File: src/verilog/pwt_pkg.sv
// Constants and types shared by the programmable watchdog timer
package pwt_pkg;

	// Bus and data widths
	localparam int ADDR_W = 8;
	localparam int DATA_W = 8;

	// Register offsets
	localparam logic [7:0] OFS_RELOAD = 8'h86;
	localparam logic [7:0] OFS_INT_ENABLE_CTL0   = 8'hA8;
	localparam logic [7:0] OFS_IP0    = 8'hA9;
	localparam logic [7:0] OFS_INT_ENABLE_CTL1   = 8'hB8;

	// Reset values
	localparam logic [7:0] RST_RELOAD = 8'h00;
	localparam logic [7:0] RST_INT_ENABLE_CTL0   = 8'h00;
	localparam logic [7:0] RST_IP0    = 8'h00;
	localparam logic [7:0] RST_INT_ENABLE_CTL1   = 8'h00;

	// Field positions
	localparam int BIT_PSEL  = 7;
	localparam int BIT_ARM   = 6;
	localparam int BIT_START = 6;
	localparam int BIT_STAT  = 6;

	// Counter layout
	localparam int CNT_W = 15;
	localparam int HI_W  = 7;
	localparam int LO_W  = 8;
	localparam logic [LO_W-1:0]  LO_CLEAR      = 8'h00;
	localparam logic [CNT_W-1:0] TIMEOUT_STATE = 15'h7FFC;
	localparam logic [CNT_W-1:0] CNT_ONE       = 15'h0001;

	// Prescaler and reset pulse counts
	localparam logic [3:0] PRE16_MAX   = 4'hF;
	localparam logic [3:0] PRE16_ONE   = 4'h1;
	localparam int         PULSE_W     = 8;
	localparam logic [7:0] PULSE_SHORT = 8'h08;
	localparam logic [7:0] PULSE_LONG  = 8'h80;
	localparam logic [7:0] PULSE_ONE   = 8'h01;
	localparam logic [7:0] PULSE_NONE  = 8'h00;

	// Clock period of the machine clock
	localparam int CLK_PERIOD_NS = 100;

	// Register bus request
	typedef struct packed {
		logic [ADDR_W-1:0] addr;
		logic [DATA_W-1:0] wdata;
		logic              wr;
		logic              rd;
	} pwt_req_s;

	// Whole state of the watchdog
	typedef struct packed {
		logic [7:0]         reload;
		logic [7:0]         int_enable_ctl0;
		logic [7:0]         ip0;
		logic [7:0]         int_enable_ctl1;
		logic               arm_age;
		logic               div2;
		logic [3:0]         pre16;
		logic [CNT_W-1:0]   count;
		logic [PULSE_W-1:0] pulse;
		logic               wdt_rst;
		logic               osc_s1;
		logic               osc_s2;
		logic [DATA_W-1:0]  rdata;
	} pwt_state_s;

	localparam pwt_state_s STATE_RST = '{
		reload:  RST_RELOAD,
		int_enable_ctl0:    RST_INT_ENABLE_CTL0,
		ip0:     RST_IP0,
		int_enable_ctl1:    RST_INT_ENABLE_CTL1,
		arm_age: 1'b0,
		div2:    1'b0,
		pre16:   4'h0,
		count:   15'h0000,
		pulse:   PULSE_NONE,
		wdt_rst: 1'b0,
		osc_s1:  1'b0,
		osc_s2:  1'b0,
		rdata:   8'h00
	};

endpackage

File: src/verilog/pwt_watchdog.sv
// Programmable watchdog timer with its control and status registers
//
// Summary of operation
// - Fifteen-bit up-counter behind divide-by-two prescaler
// - Select bit adds a divide-by-sixteen stage
// - Only upper seven counter bits are programmable
// - Reload low seven bits preset high part
// - Default reload gives default time-out period
// - Start loads counter from reload value
// - Start or refresh zeroes low eight bits
// - Resets clear the whole reload register
// - Reload writable outside the reset pulse, used at next load
// - Start bit starts; only external or oscillator reset stops it
// - Arm then start write refreshes counter
// - Arm bit self-clears in second cycle
// - Counter halts in idle or power-down
// - Watchdog reset entered at state 7FFC
// - Reset pulse 8 or 128 cycles long
// - Watchdog reset sets status, keeps running
// - Status flag: hardware set, software writable
// - Oscillator reset stops timer, keeps status
//
// Chosen here: the address-and-strobe port.
`timescale 1ns/10ps
`default_nettype none

module pwt_watchdog
(
	// Clock and reset
	input  wire logic                     ref_clk,
	input  wire logic                     srst,
	// Register port
	input  wire pwt_pkg::pwt_req_s        req,
	output logic [pwt_pkg::DATA_W-1:0]    rd_data,
	// Processor power state
	input  wire logic                     idle_mode,
	input  wire logic                     power_down,
	// Oscillator monitor reset request, asynchronous
	input  wire logic                     osc_mon_rst,
	// Watchdog results
	output logic                          wdt_rst,
	output logic                          wdt_running,
	output logic                          timeout_status
);
	import pwt_pkg::*;

	pwt_state_s s;       // Registered state
	pwt_state_s next_s;  // Next state

	// Decoded strobes and helpers
	logic running;        // Start bit holds the timer running
	logic halted;         // Power saving mode freezes the count
	logic tick2;          // Divide-by-two stage output
	logic tick;           // Counter increment enable
	logic in_reset;       // Watchdog reset pulse active
	logic wr_int_enable_ctl1_start;  // Write setting the start bit
	logic do_load;        // Start or refresh this cycle
	logic timeout;        // Counter reaches its trip state

	// Next-state logic
	always_comb
	begin
		next_s = s;
		running = s.int_enable_ctl1[BIT_START];
		halted = idle_mode | power_down;
		in_reset = (s.pulse != PULSE_NONE);

		// Oscillator monitor request through two flops
		next_s.osc_s1 = osc_mon_rst;
		next_s.osc_s2 = s.osc_s1;

		// halt when idle
		// Prescalers only move while running and awake
		tick2 = 1'b0;
		tick = 1'b0;
		if (running && !halted)
		begin
			next_s.div2 = ~s.div2;
			tick2 = s.div2;
			if (tick2)
			begin
				next_s.pre16 = s.pre16 + PRE16_ONE;
			end
			if (s.reload[BIT_PSEL])
			begin
				tick = tick2 && (s.pre16 == PRE16_MAX);
			end
			else
			begin
				tick = tick2;
			end
		end

		if (tick)
		begin
			next_s.count = s.count + CNT_ONE;
		end

		// arm auto clear
		// Arm lives in its set cycle and the one after
		if (s.int_enable_ctl0[BIT_ARM])
		begin
			if (s.arm_age)
			begin
				next_s.int_enable_ctl0[BIT_ARM] = 1'b0;
				next_s.arm_age = 1'b0;
			end
			else
			begin
				next_s.arm_age = 1'b1;
			end
		end

		// Register writes, ignored while the device is held in reset
		wr_int_enable_ctl1_start = req.wr && !in_reset && (req.addr == OFS_INT_ENABLE_CTL1)
			&& req.wdata[BIT_START];
		do_load = 1'b0;
		if (req.wr && !in_reset)
		begin
			case (req.addr)
				OFS_RELOAD:
				begin
					next_s.reload = req.wdata;
				end
				OFS_INT_ENABLE_CTL0:
				begin
					// A fresh set restarts the arm lifetime
					next_s.int_enable_ctl0 = req.wdata;
					next_s.arm_age = 1'b0;
				end
				OFS_IP0:
				begin
					next_s.ip0 = req.wdata;
				end
				OFS_INT_ENABLE_CTL1:
				begin
					// cannot be stopped
					// Writing zero never clears a running start bit
					next_s.int_enable_ctl1 = req.wdata;
					next_s.int_enable_ctl1[BIT_START] = running | req.wdata[BIT_START];
				end
				default:
				begin
					// Unmapped writes are dropped
					next_s.reload = next_s.reload;
				end
			endcase
		end

		// arm then start
		// A start write while running refreshes only when armed
		if (wr_int_enable_ctl1_start)
		begin
			if (!running)
			begin
				do_load = 1'b1;
			end
			else if (s.int_enable_ctl0[BIT_ARM])
			begin
				do_load = 1'b1;
				next_s.int_enable_ctl0[BIT_ARM] = 1'b0;
				next_s.arm_age = 1'b0;
			end
		end

		if (do_load)
		begin
			next_s.count = {s.reload[HI_W-1:0], LO_CLEAR};
		end

		// trip at 7FFC
		// A refresh in the same cycle wins over the trip
		timeout = tick && !do_load
			&& ((s.count + CNT_ONE) == TIMEOUT_STATE);

		// Reset pulse countdown
		if (in_reset)
		begin
			next_s.pulse = s.pulse - PULSE_ONE;
		end

		if (timeout)
		begin
			next_s.pulse = s.reload[BIT_PSEL] ? PULSE_LONG : PULSE_SHORT;
			next_s.reload = RST_RELOAD;
			// like external reset
			// Other register bits go to reset, the start and status bits are set
			next_s.int_enable_ctl0 = RST_INT_ENABLE_CTL0;
			next_s.arm_age = 1'b0;
			next_s.int_enable_ctl1 = RST_INT_ENABLE_CTL1;
			next_s.int_enable_ctl1[BIT_START] = 1'b1;
			next_s.ip0 = RST_IP0;
			next_s.ip0[BIT_STAT] = 1'b1;
		end

		// oscillator reset
		// Stops and clears everything but the status flag
		if (s.osc_s2)
		begin
			next_s.reload = RST_RELOAD;
			next_s.int_enable_ctl0 = RST_INT_ENABLE_CTL0;
			next_s.int_enable_ctl1 = RST_INT_ENABLE_CTL1;
			next_s.ip0 = RST_IP0;
			next_s.ip0[BIT_STAT] = s.ip0[BIT_STAT];
			next_s.arm_age = 1'b0;
			next_s.div2 = 1'b0;
			next_s.pre16 = 4'h0;
			next_s.count = '0;
			next_s.pulse = PULSE_NONE;
		end

		// Reset output follows the pulse counter
		next_s.wdt_rst = (next_s.pulse != PULSE_NONE);

		// Read data stands one cycle only, zero otherwise
		next_s.rdata = 8'h00;
		if (req.rd)
		begin
			case (req.addr)
				OFS_RELOAD: next_s.rdata = s.reload;
				OFS_INT_ENABLE_CTL0:   next_s.rdata = s.int_enable_ctl0;
				OFS_IP0:    next_s.rdata = s.ip0;
				OFS_INT_ENABLE_CTL1:   next_s.rdata = s.int_enable_ctl1;
				default:    next_s.rdata = 8'h00;
			endcase
		end
	end

	// State register
	always_ff @(posedge ref_clk)
	begin
		if (srst)
		begin
			s <= STATE_RST;
		end
		else
		begin
			s <= next_s;
		end
	end

	// Outputs straight from flops
	assign rd_data        = s.rdata;
	assign wdt_rst        = s.wdt_rst;
	assign wdt_running    = s.int_enable_ctl1[BIT_START];
	assign timeout_status = s.ip0[BIT_STAT];
endmodule

`default_nettype wire

File: config.mk
export PLATFORM = sky130hd
export DESIGN_NAME = pwt_watchdog
export DESIGN_NICKNAME = d
export VERILOG_FILES = /design/src/verilog/pwt_pkg.sv /design/src/verilog/pwt_watchdog.sv
export SDC_FILE = /design/constraint.sdc
export NUM_CORES = 1
export LEC_CHECK = 0
export ABC_CLOCK_PERIOD_IN_PS = 6100
export BUFFER_PORTS_ARGS = -buffer_cell sky130_fd_sc_hd__clkbuf_2
export CAP_MARGIN = 0
export CORE_UTILIZATION = 64
export CTS_BUF_LIST = sky130_fd_sc_hd__clkbuf_16
export DETAILED_ROUTE_END_ITERATION = 16
export PLACE_DENSITY = 0.84
export SETUP_SLACK_MARGIN = 0.05
export SLEW_MARGIN = 10
export SYNTH_ARGS = -nofsm -noshare
export SYNTH_HDL_FRONTEND = slang
export SYNTH_SLANG_ARGS = --single-unit
File: constraint.sdc
create_clock -name ref_clk -period 6.1 [get_ports ref_clk]
set_input_delay 1.525 -clock ref_clk [delete_from_list [all_inputs] [get_ports ref_clk]]
set_output_delay 1.525 -clock ref_clk [all_outputs]
set_load 0.01 [all_outputs]
# Word-level counts from Yosys, hierarchy flattened
# Cells that the tools add are included.
# Widths: inputs -> output; s select.
dict set report classes {
  add_sub_neg 3
  eq_ne 6
  muxes 27
  n_bitwise 5
  reduce_logical 27
}
# cell n
set ops {}
lappend ops {{$mux 8} 6}
lappend ops {{$eq 8x8->1 const B} 4}
lappend ops {{$pmux 8 s4} 1}
lappend ops {{$mux 15} 2}
lappend ops {{$mux 24} 1}
lappend ops {{$mux 16} 1}
lappend ops {{$reduce_bool 8->1} 2}
lappend ops {{$add 15x1->15 const B} 1}
lappend ops {{$eq 15x15->1 const B} 1}
lappend ops {{$mux 1} 15}
lappend ops {{$reduce_and 2->1} 6}
lappend ops {{$reduce_bool 2->1} 4}
lappend ops {{$sub 8x1->8 const B} 1}
lappend ops {{$logic_and 1x1->1} 7}
lappend ops {{$mux 7} 1}
lappend ops {{$reduce_or 3->1} 2}
lappend ops {{$add 4x1->4 const B} 1}
lappend ops {{$eq 4x4->1 const B} 1}
lappend ops {{$reduce_or 2->1} 2}
lappend ops {{$logic_not 1->1} 3}
lappend ops {{$not 1->1} 3}
lappend ops {{$reduce_and 3->1} 1}
lappend ops {{$or 1x1->1} 2}
dict set report word_totals {
  regBits 72
  inputBits 23
  output_inout_bits 11
  word_cells 85
}

# Logic depth before layout (Yosys ltp)
# Gate-level depths: netlist of run 1.
dict set report logic_depth {
  ltp_word 12
  ltp_mapped 10
  depth_no_buf 9
}

# Worst setup path before layout of run 1
# OpenSTA, ideal clock, no wires.
dict set report synth_timing {
  path_kind {input -> register}
  startpoint {input port idle_mode}
  endpoint {register s[11] (netlist name)}
  setup_time_ns 0.119
  arrival_time_ns 3.171
  t_required_ns 5.981
  slack_ns 2.810
  cell_stages 8
  n_path_buf 1
  cell_sequence {and4bb_4 -> a21boi_4 -> nand2_1 -> nor4_4 -> o2111ai_4 -> nand2_4 -> buf_12 -> nor2_4}
}
dict set report synth_via {
  elab_chain_len 8
}
# item line
set synth_rtl {}
lappend synth_rtl {{start, declared} pwt_watchdog.sv:36} ;# input wire logic idle_mode,
lappend synth_rtl {{$or 1x1->1} pwt_watchdog.sv:65} ;# halted = idle_mode | power_down;
lappend synth_rtl {{$logic_not 1->1} pwt_watchdog.sv:76} ;# if (running && !halted)
lappend synth_rtl {{$logic_and 1x1->1} pwt_watchdog.sv:76}
lappend synth_rtl {{$mux 1} pwt_watchdog.sv:76}
lappend synth_rtl {{$logic_and 1x1->1} pwt_watchdog.sv:173} ;# timeout = tick && !do_load
lappend synth_rtl {{$logic_and 1x1->1} pwt_watchdog.sv:174} ;# && ((s.count + CNT_ONE) == TIMEOUT_STATE);
lappend synth_rtl {{$mux 8} pwt_watchdog.sv:182} ;# if (timeout)
lappend synth_rtl {{$mux 8} pwt_watchdog.sv:198} ;# if (s.osc_s2)
lappend synth_rtl {{end signal, assigned} pwt_watchdog.sv:238} ;# s <= next_s;
lappend synth_rtl {{end, declared} pwt_watchdog.sv:47} ;# pwt_state_s s;
# Every way passes these cells.
# A chain may end at the register's enable or synchronous reset.

# Final worst setup path of run 1
dict set report layout_timing {
  startpoint {input port req[10] (netlist name)}
  endpoint {register s[39] (netlist name)}
}
dict set report layout_via {
  elab_chain_len 8
  elab_cells_between_ends 14
  classes_between {2 x eq/ne; 6 x mux; 6 x reduce/logical}
}
# item line
set layout_rtl {}
lappend layout_rtl {{start, declared} pwt_watchdog.sv:33} ;# input wire pwt_pkg::pwt_req_s req,
lappend layout_rtl {{$eq 8x8->1} pwt_watchdog.sv:115} ;# wr_int_enable_ctl1_start = req.wr && !in_reset && (req.addr == OFS_INT_ENABLE_CTL1)
lappend layout_rtl {{$logic_and 1x1->1} pwt_watchdog.sv:115}
lappend layout_rtl {{$logic_and 1x1->1} pwt_watchdog.sv:116} ;# && req.wdata[BIT_START];
lappend layout_rtl {{$mux 1} pwt_watchdog.sv:152} ;# if (wr_int_enable_ctl1_start)
lappend layout_rtl {{$logic_not 1->1} pwt_watchdog.sv:173}
lappend layout_rtl {{$logic_and 1x1->1} pwt_watchdog.sv:173}
lappend layout_rtl {{$logic_and 1x1->1} pwt_watchdog.sv:174}
lappend layout_rtl {{$reduce_or 3->1 (no line)} -}
# Several ways; a longest one is shown, not always the timed one. The select of a mux whose other input is x is not followed.

==> results of run 1 <==
cell families (layout without fill, tap and decap cells):
logic type,after synthesis,in the layout
multiplexers,10,10
AO/OA/AOI/OAI,66,66
buffers and inverters,34,61
AND/OR/NAND/NOR,187,187
XOR/XNOR,27,27
adder cells (fa/ha/maj),6,6
flip-flops,72,72
Yosys cell counts, drive strengths merged (4+ instances only):
cell	count
inv	10
ha	6
a222oi	8
xor2	14
buf	16
nand4	9
mux2	8
nand3	14
and3	4
clkbuf	8
xnor2	13
nor4	6
nor2	46
a21oi	34
nand2	71
nor3	13
dfxtp	72
a211oi	9
area by class of cell:
| type | instances | area, um2 |
|---|---|---|
| Clock inverter | 7 | 87.6 |
| Multi-Input combinational cell | 296 | 2000 |
| Inverter | 10 | 37.5 |
| Fill cell | 416 | 1450 |
| Timing Repair Buffer | 35 | 180 |
| Tap cell | 72 | 90.1 |
| Sequential cell | 72 | 1440 |
| Clock buffer | 9 | 225 |
report_power, final:
group          internal (mW)  total, mW  switching (mW)
clock network          0.354      0.547           0.193
registers              0.499      0.531          0.0319
logic                  0.117      0.283           0.166
total                  0.970       1.36           0.391
placed cells by master (no fill, tap or decap), types with 3 or more instances in the layout:
cell type / netlist / final
nor4_1: 4 / 3
a21oi_2: 28 / 28
ha_1: 6 / 6
nor2b_1: 3 / 3
a211oi_1: 8 / 8
nor3_1: 12 / 12
nand4_1: 8 / 8
o21ai_0: 3 / 3
nand3_1: 13 / 13
xor2_1: 14 / 14
nand2_1: 70 / 70
nor2_1: 42 / 42
nor2_4: 3 / 3
mux2_2: 8 / 8
a31oi_1: 3 / 3
clkbuf_16: 0 / 9
xnor2_1: 12 / 12
inv_1: 10 / 11
a222oi_1: 8 / 8
clkbuf_2: 0 / 33
a21oi_1: 6 / 6
dfxtp_1: 72 / 72
routing by layer:
metal,global-route usage [%],vias up,share of wire [%]
met5,0,-,0
met4,8.30,0,1.4
met3,7.65,14,7.6
met2,49.6,110,49
met1,36.4,1398,42
li1,-,1456,-
path summary, 6_finish.rpt:
check | endpoint | from | cells past startpoint
max | s[39] | req[10] | 9
min | s[8] | next_s[8] | 1
max reg2reg | s[39] | s[14] | 7
min reg2reg | s[8] | next_s[8] | 1
registers in the layout, summed over array words and instances (netlist names):
name / count
s: 60
rd_data: 8
next_s: 1
timeout_status: 1
wdt_rst: 1
wdt_running: 1
worst reg2reg max path: stages (launching register included):
cell,delay (ns)
dfxtp_1,0.37
or4_4,0.57
nor3_2,0.60
and3_2,0.45
nand3_4,0.22
o2111ai_4,0.23
nand2_4,0.39
nor4_2,0.35
==> results_dict.tcl, run 1 <==
set metrics [dict create \
    outcome "complete, no violations" \
    p_leak_nw 1.40 \
    diodes 0 \
    clkTransAtPathRegs_ns 0.06 \
    syn_area_um2 3660 \
    post_dp_cell_area_um2 3740 \
    critPathTopFamily "simple AND/OR/NAND/NOR gates" \
    synth_top_area_share_pct 39.4 \
    synth.area.top_cells "dfxtp_1, nand2_1, a21oi_2" \
    grt_pass1_wl_um 13600 \
    drc 0 \
    min_period_ns 4.06 \
    cts_hold_buf 0 \
    totalPowerFinal_mw 1.36 \
    ir_drop_uv 293 \
    required_ns 6.33 \
    async_flop_share_pct 0 \
    synth.largest_area_cell "dfxtp_1" \
    cap_violations 0 \
    area_growth_pct 10.9 \
    crit_chain "clkbuf_2, or4bb_1, nor4_1, buf_4, and3_2, nand3_4, o2111ai_4, nand2_4, nor4_2" \
    synth.avg_cell_area_um2 9.10 \
    drive_gt1_share_pct 25.4 \
    ys.flop_type "dfxtp_1" \
    synth-xor-area-share_pct 6.67 \
    synthMuxAreaShare_pct 3.01 \
    grt_pass1_vias 2886 \
    wl_per_cell_um 16.2 \
    grt-ovfl-total 0 \
    root_buffer "clkbuf_16" \
    synthAdderAreaFrac_pct 2.05 \
    fin_worst_hold_slack_ns 0.443 \
    die_area_um2 6020 \
    dp_cells 485 \
    ys_ff_latch 72 \
    start_kind "input port" \
    final_cells 501 \
    critPathMaxStageDelay_ns 0.54 \
    synth_cell_type_count 63 \
    power_density_nw_per_um2 335 \
    setup_viol 0 \
    syn-instance-count 402 \
    crit_type "input port to register" \
    synth_edf_count 0 \
    setup_ws_ns 2.04 \
    slew_headroom_pct 23.7 \
    gp_congestion 0.888 \
    synth_warnings 0 \
    rows 27 \
    io_pins 34 \
    cp.arrival_ns 4.29 \
    yosysSeqAreaShare_pct 39.4 \
    dp_hpwl_um 5530 \
    grt_antenna_before_repair 0 \
    dr.pass1.iters 7 \
    htreeDepth 3 \
    dp_worst_setup_slack_ns 1.77 \
    cp-end-kind "register" \
    cts_buffer_depth 2 \
    critPathBufInv 2 \
    tns_ns 0 \
    finalHoldViolCount 0 \
    worst_slew_pin_slew_ns 1.14 \
    synth_nets 431 \
    rsz0062_at_grt "no" \
    min_path_type "register to register" \
    cts_resized 0 \
    clock_latency_ns 0.33 \
    crit_path_max_fanout 37 \
    io_buffers 33 \
    final_area_um2 4060 \
    synth_top_family_by_area "simple AND/OR/NAND/NOR gates" \
    ant_nets 0 \
    chipHeight_um 77.6 \
    cts_num_sinks 72 \
    vias 2978 \
    drt-initial-drc-count 269 \
    cts_inserted_buffers 9 \
    fin_util_pct 73.7 \
    synthSimpleGateAreaFrac_pct 27.0 \
    maxSlewViolCount 0 \
    core_um2 5510 \
    via_per_inst 5.94 \
    post-cts-setup-buffer-count 0 \
    finalClockSkew_ns 0.00534 \
    fmax_ghz 0.246 \
    start_util_pct 66.5 \
    period_share_pct 66.5 \
    routed_wl_um 8120 \
    synth-compound-area-share_pct 15.6 \
    regToRegSetupSlack_ns 2.84 \
    grtUsageTotal_pct 29.2 \
    nets 453 \
    grt_max_degree 38 \
    die-width_um 77.6 \
    critical-path-slowest-cell "or4bb_1" \
    cts_tree "done" \
]
Note: power is estimated with default switching activity, not from simulation.
==> run 2, diff against run 1 <==
--- a/config.mk
+++ b/config.mk
@@ -5,13 +5,13 @@
 export SDC_FILE = /design/constraint.sdc
 export NUM_CORES = 1
 export LEC_CHECK = 0
-export ABC_CLOCK_PERIOD_IN_PS = 6100
+export ABC_CLOCK_PERIOD_IN_PS = 3600
 export BUFFER_PORTS_ARGS = -buffer_cell sky130_fd_sc_hd__clkbuf_2
 export CAP_MARGIN = 0
-export CORE_UTILIZATION = 64
+export CORE_UTILIZATION = 53
 export CTS_BUF_LIST = sky130_fd_sc_hd__clkbuf_16
 export DETAILED_ROUTE_END_ITERATION = 16
-export PLACE_DENSITY = 0.84
+export PLACE_DENSITY = 0.74
 export SETUP_SLACK_MARGIN = 0.05
 export SLEW_MARGIN = 10
 export SYNTH_ARGS = -nofsm -noshare
==> constraint.sdc (replaced) <==
create_clock -name ref_clk -period 3.6 [get_ports ref_clk]
set_input_delay 0.9 -clock ref_clk [delete_from_list [all_inputs] [get_ports ref_clk]]
set_output_delay 0.9 -clock ref_clk [all_outputs]
set_load 0.01 [all_outputs]
==> results_dict.tcl, run 2 (synthesis gave the netlist of run 1 again) <==
set metrics [dict create \
    mostFrequentLayoutCell "dfxtp_1" \
    drive_gt1_share_pct 26.1 \
    via_per_inst 5.79 \
    grt-ovfl-total 0 \
    routed_wl_um 7890 \
    pwr-share-comb_pct 21.6 \
    min-delay-start "next_s[8]" \
    period_share_pct 82.4 \
    final_cells 510 \
    power_density_nw_per_um2 567 \
    cts_buffer_depth 2 \
    cp-end-kind "register" \
    cts_num_sinks 72 \
    drc 0 \
    p_leak_nw 1.43 \
    min_to "s[8]" \
    top_register "s" \
    intPower_mw 1.66 \
    largest_register_ffs 60 \
    min_period_ns 2.97 \
    most-common-layout-cells "dfxtp_1, nand2_1, nor2_1" \
    ant_nets 0 \
    dp_cells 494 \
    grt_pass1_vias 2771 \
    clock_latency_ns 0.34 \
    finalClockSkew_ns 0.00418 \
    regToRegSetupSlack_ns 0.83 \
    min_path_type "register to register" \
    dp_hpwl_um 5580 \
    cp.arrival_ns 3.24 \
    cap_violations 0 \
    rr_endpoint "s[61]" \
    start_kind "input port" \
    diodes 0 \
    rsz0062_at_grt "no" \
    start_util_pct 56.3 \
    cts_hold_buf 0 \
    pwr-share-clk_pct 39.8 \
    cts_tree "done" \
    dr.pass1.iters 5 \
    chipHeight_um 85.1 \
    root_buffer "clkbuf_16" \
    vias 2951 \
    io_pins 34 \
    required_ns 3.87 \
    final_area_um2 4110 \
    post-cts-setup-buffer-count 0 \
    outcome "complete, no violations" \
    r2r_cells 9 \
    die-width_um 85.1 \
    finalHoldViolCount 0 \
    grtUsageTotal_pct 23.8 \
    setup_viol 0 \
    wl_per_cell_um 15.5 \
    ir_drop_uv 507 \
    cts_resized 0 \
    post_dp_cell_area_um2 3790 \
    slew_headroom_pct 43.8 \
    fmax_ghz 0.337 \
    die_area_um2 7240 \
    grt_pass1_wl_um 13300 \
    nets 457 \
    cts_inserted_buffers 9 \
    htreeDepth 3 \
    drt-initial-drc-count 237 \
    grt_antenna_before_repair 0 \
    maxSlewViolCount 0 \
    gp_congestion 0.880 \
    p_switching_uw 665 \
    tns_ns 0 \
    switching_share_pct 28.6 \
    p_seq_share_pct 38.6 \
    reg2reg_from "s[19]" \
    crit_type "input port to register" \
    worst_slew_pin_slew_ns 0.830 \
    rows 29 \
    crit_path_max_fanout 22 \
    grt_max_degree 23 \
    io_buffers 33 \
    hold_depth 1 \
    area_growth_pct 12.2 \
    core_um2 6490 \
    clkTransAtPathRegs_ns 0.06 \
]
-- run 2: per-stage QoR --
stage | hold WS [ns] | setup WS (ns) | util, % | power [mW]
5_1_grt | 0.472 | 0.456 | 63.2 | 2.45
4_1_cts | 0.454 | 0.634 | 63.2 | 2.33
3_5_place_dp | 0.441 | 0.294 | 58.4 | 1.41
2_1_floorplan | 0.414 | 0.935 | - | 1.30
6_report | 0.444 | 0.634 | 63.2 | 2.33
3_3_place_gp | 0.436 | 0.423 | 58.4 | 1.39
-- run 2: power by group through the flow --
stage	Sequential [mW]	Combinational [mW]	Clock [mW]
after floorplan	0.902	0.402	0
after global placement	0.910	0.475	0
after detailed placement	0.912	0.494	0
after CTS	0.896	0.502	0.936
after global routing	0.903	0.568	0.974
final	0.898	0.502	0.927
-- run 2: metal layers --
metal	vias up	wire, um	GRT usage (%)
met5	-	0	0
met4	0	181	11.9
met3	20	425	5.54
met2	96	3610	37.2
met1	1369	3670	31.0
li1	1466	-	-
-- run 2: layout make-up --
type / instances / area [um2]
multi-input cells: 296 / 2000
flip-flops and latches: 72 / 1440
clock inverters: 7 / 86.3
well taps: 77 / 96.3
fillers: 557 / 2390
repair buffers: 39 / 223
inverters: 10 / 37.5
clock buffers: 9 / 225
-- run 2: worst max path at each step --
stage	start	to	slack [ns]	cells past startpoint
2_1_floorplan	idle_mode	s[11]	0.93	8
3_3_place_gp	req[10]	s[56]	0.42	9
3_5_place_dp	req[10]	s[59]	0.29	9
4_1_cts	req[10]	s[59]	0.63	9
5_1_grt	req[10]	s[59]	0.46	9
6_report	req[10]	s[59]	0.63	9
-- run 2: worst max-delay path, stage by stage --
cell	delay, ns
clkbuf_2	0.09
or4bb_1	0.48
nor4_1	0.30
and3_2	0.42
nand3_4	0.21
o2111ai_4	0.22
nand2_4	0.24
buf_12	0.25
a21oi_2	0.11
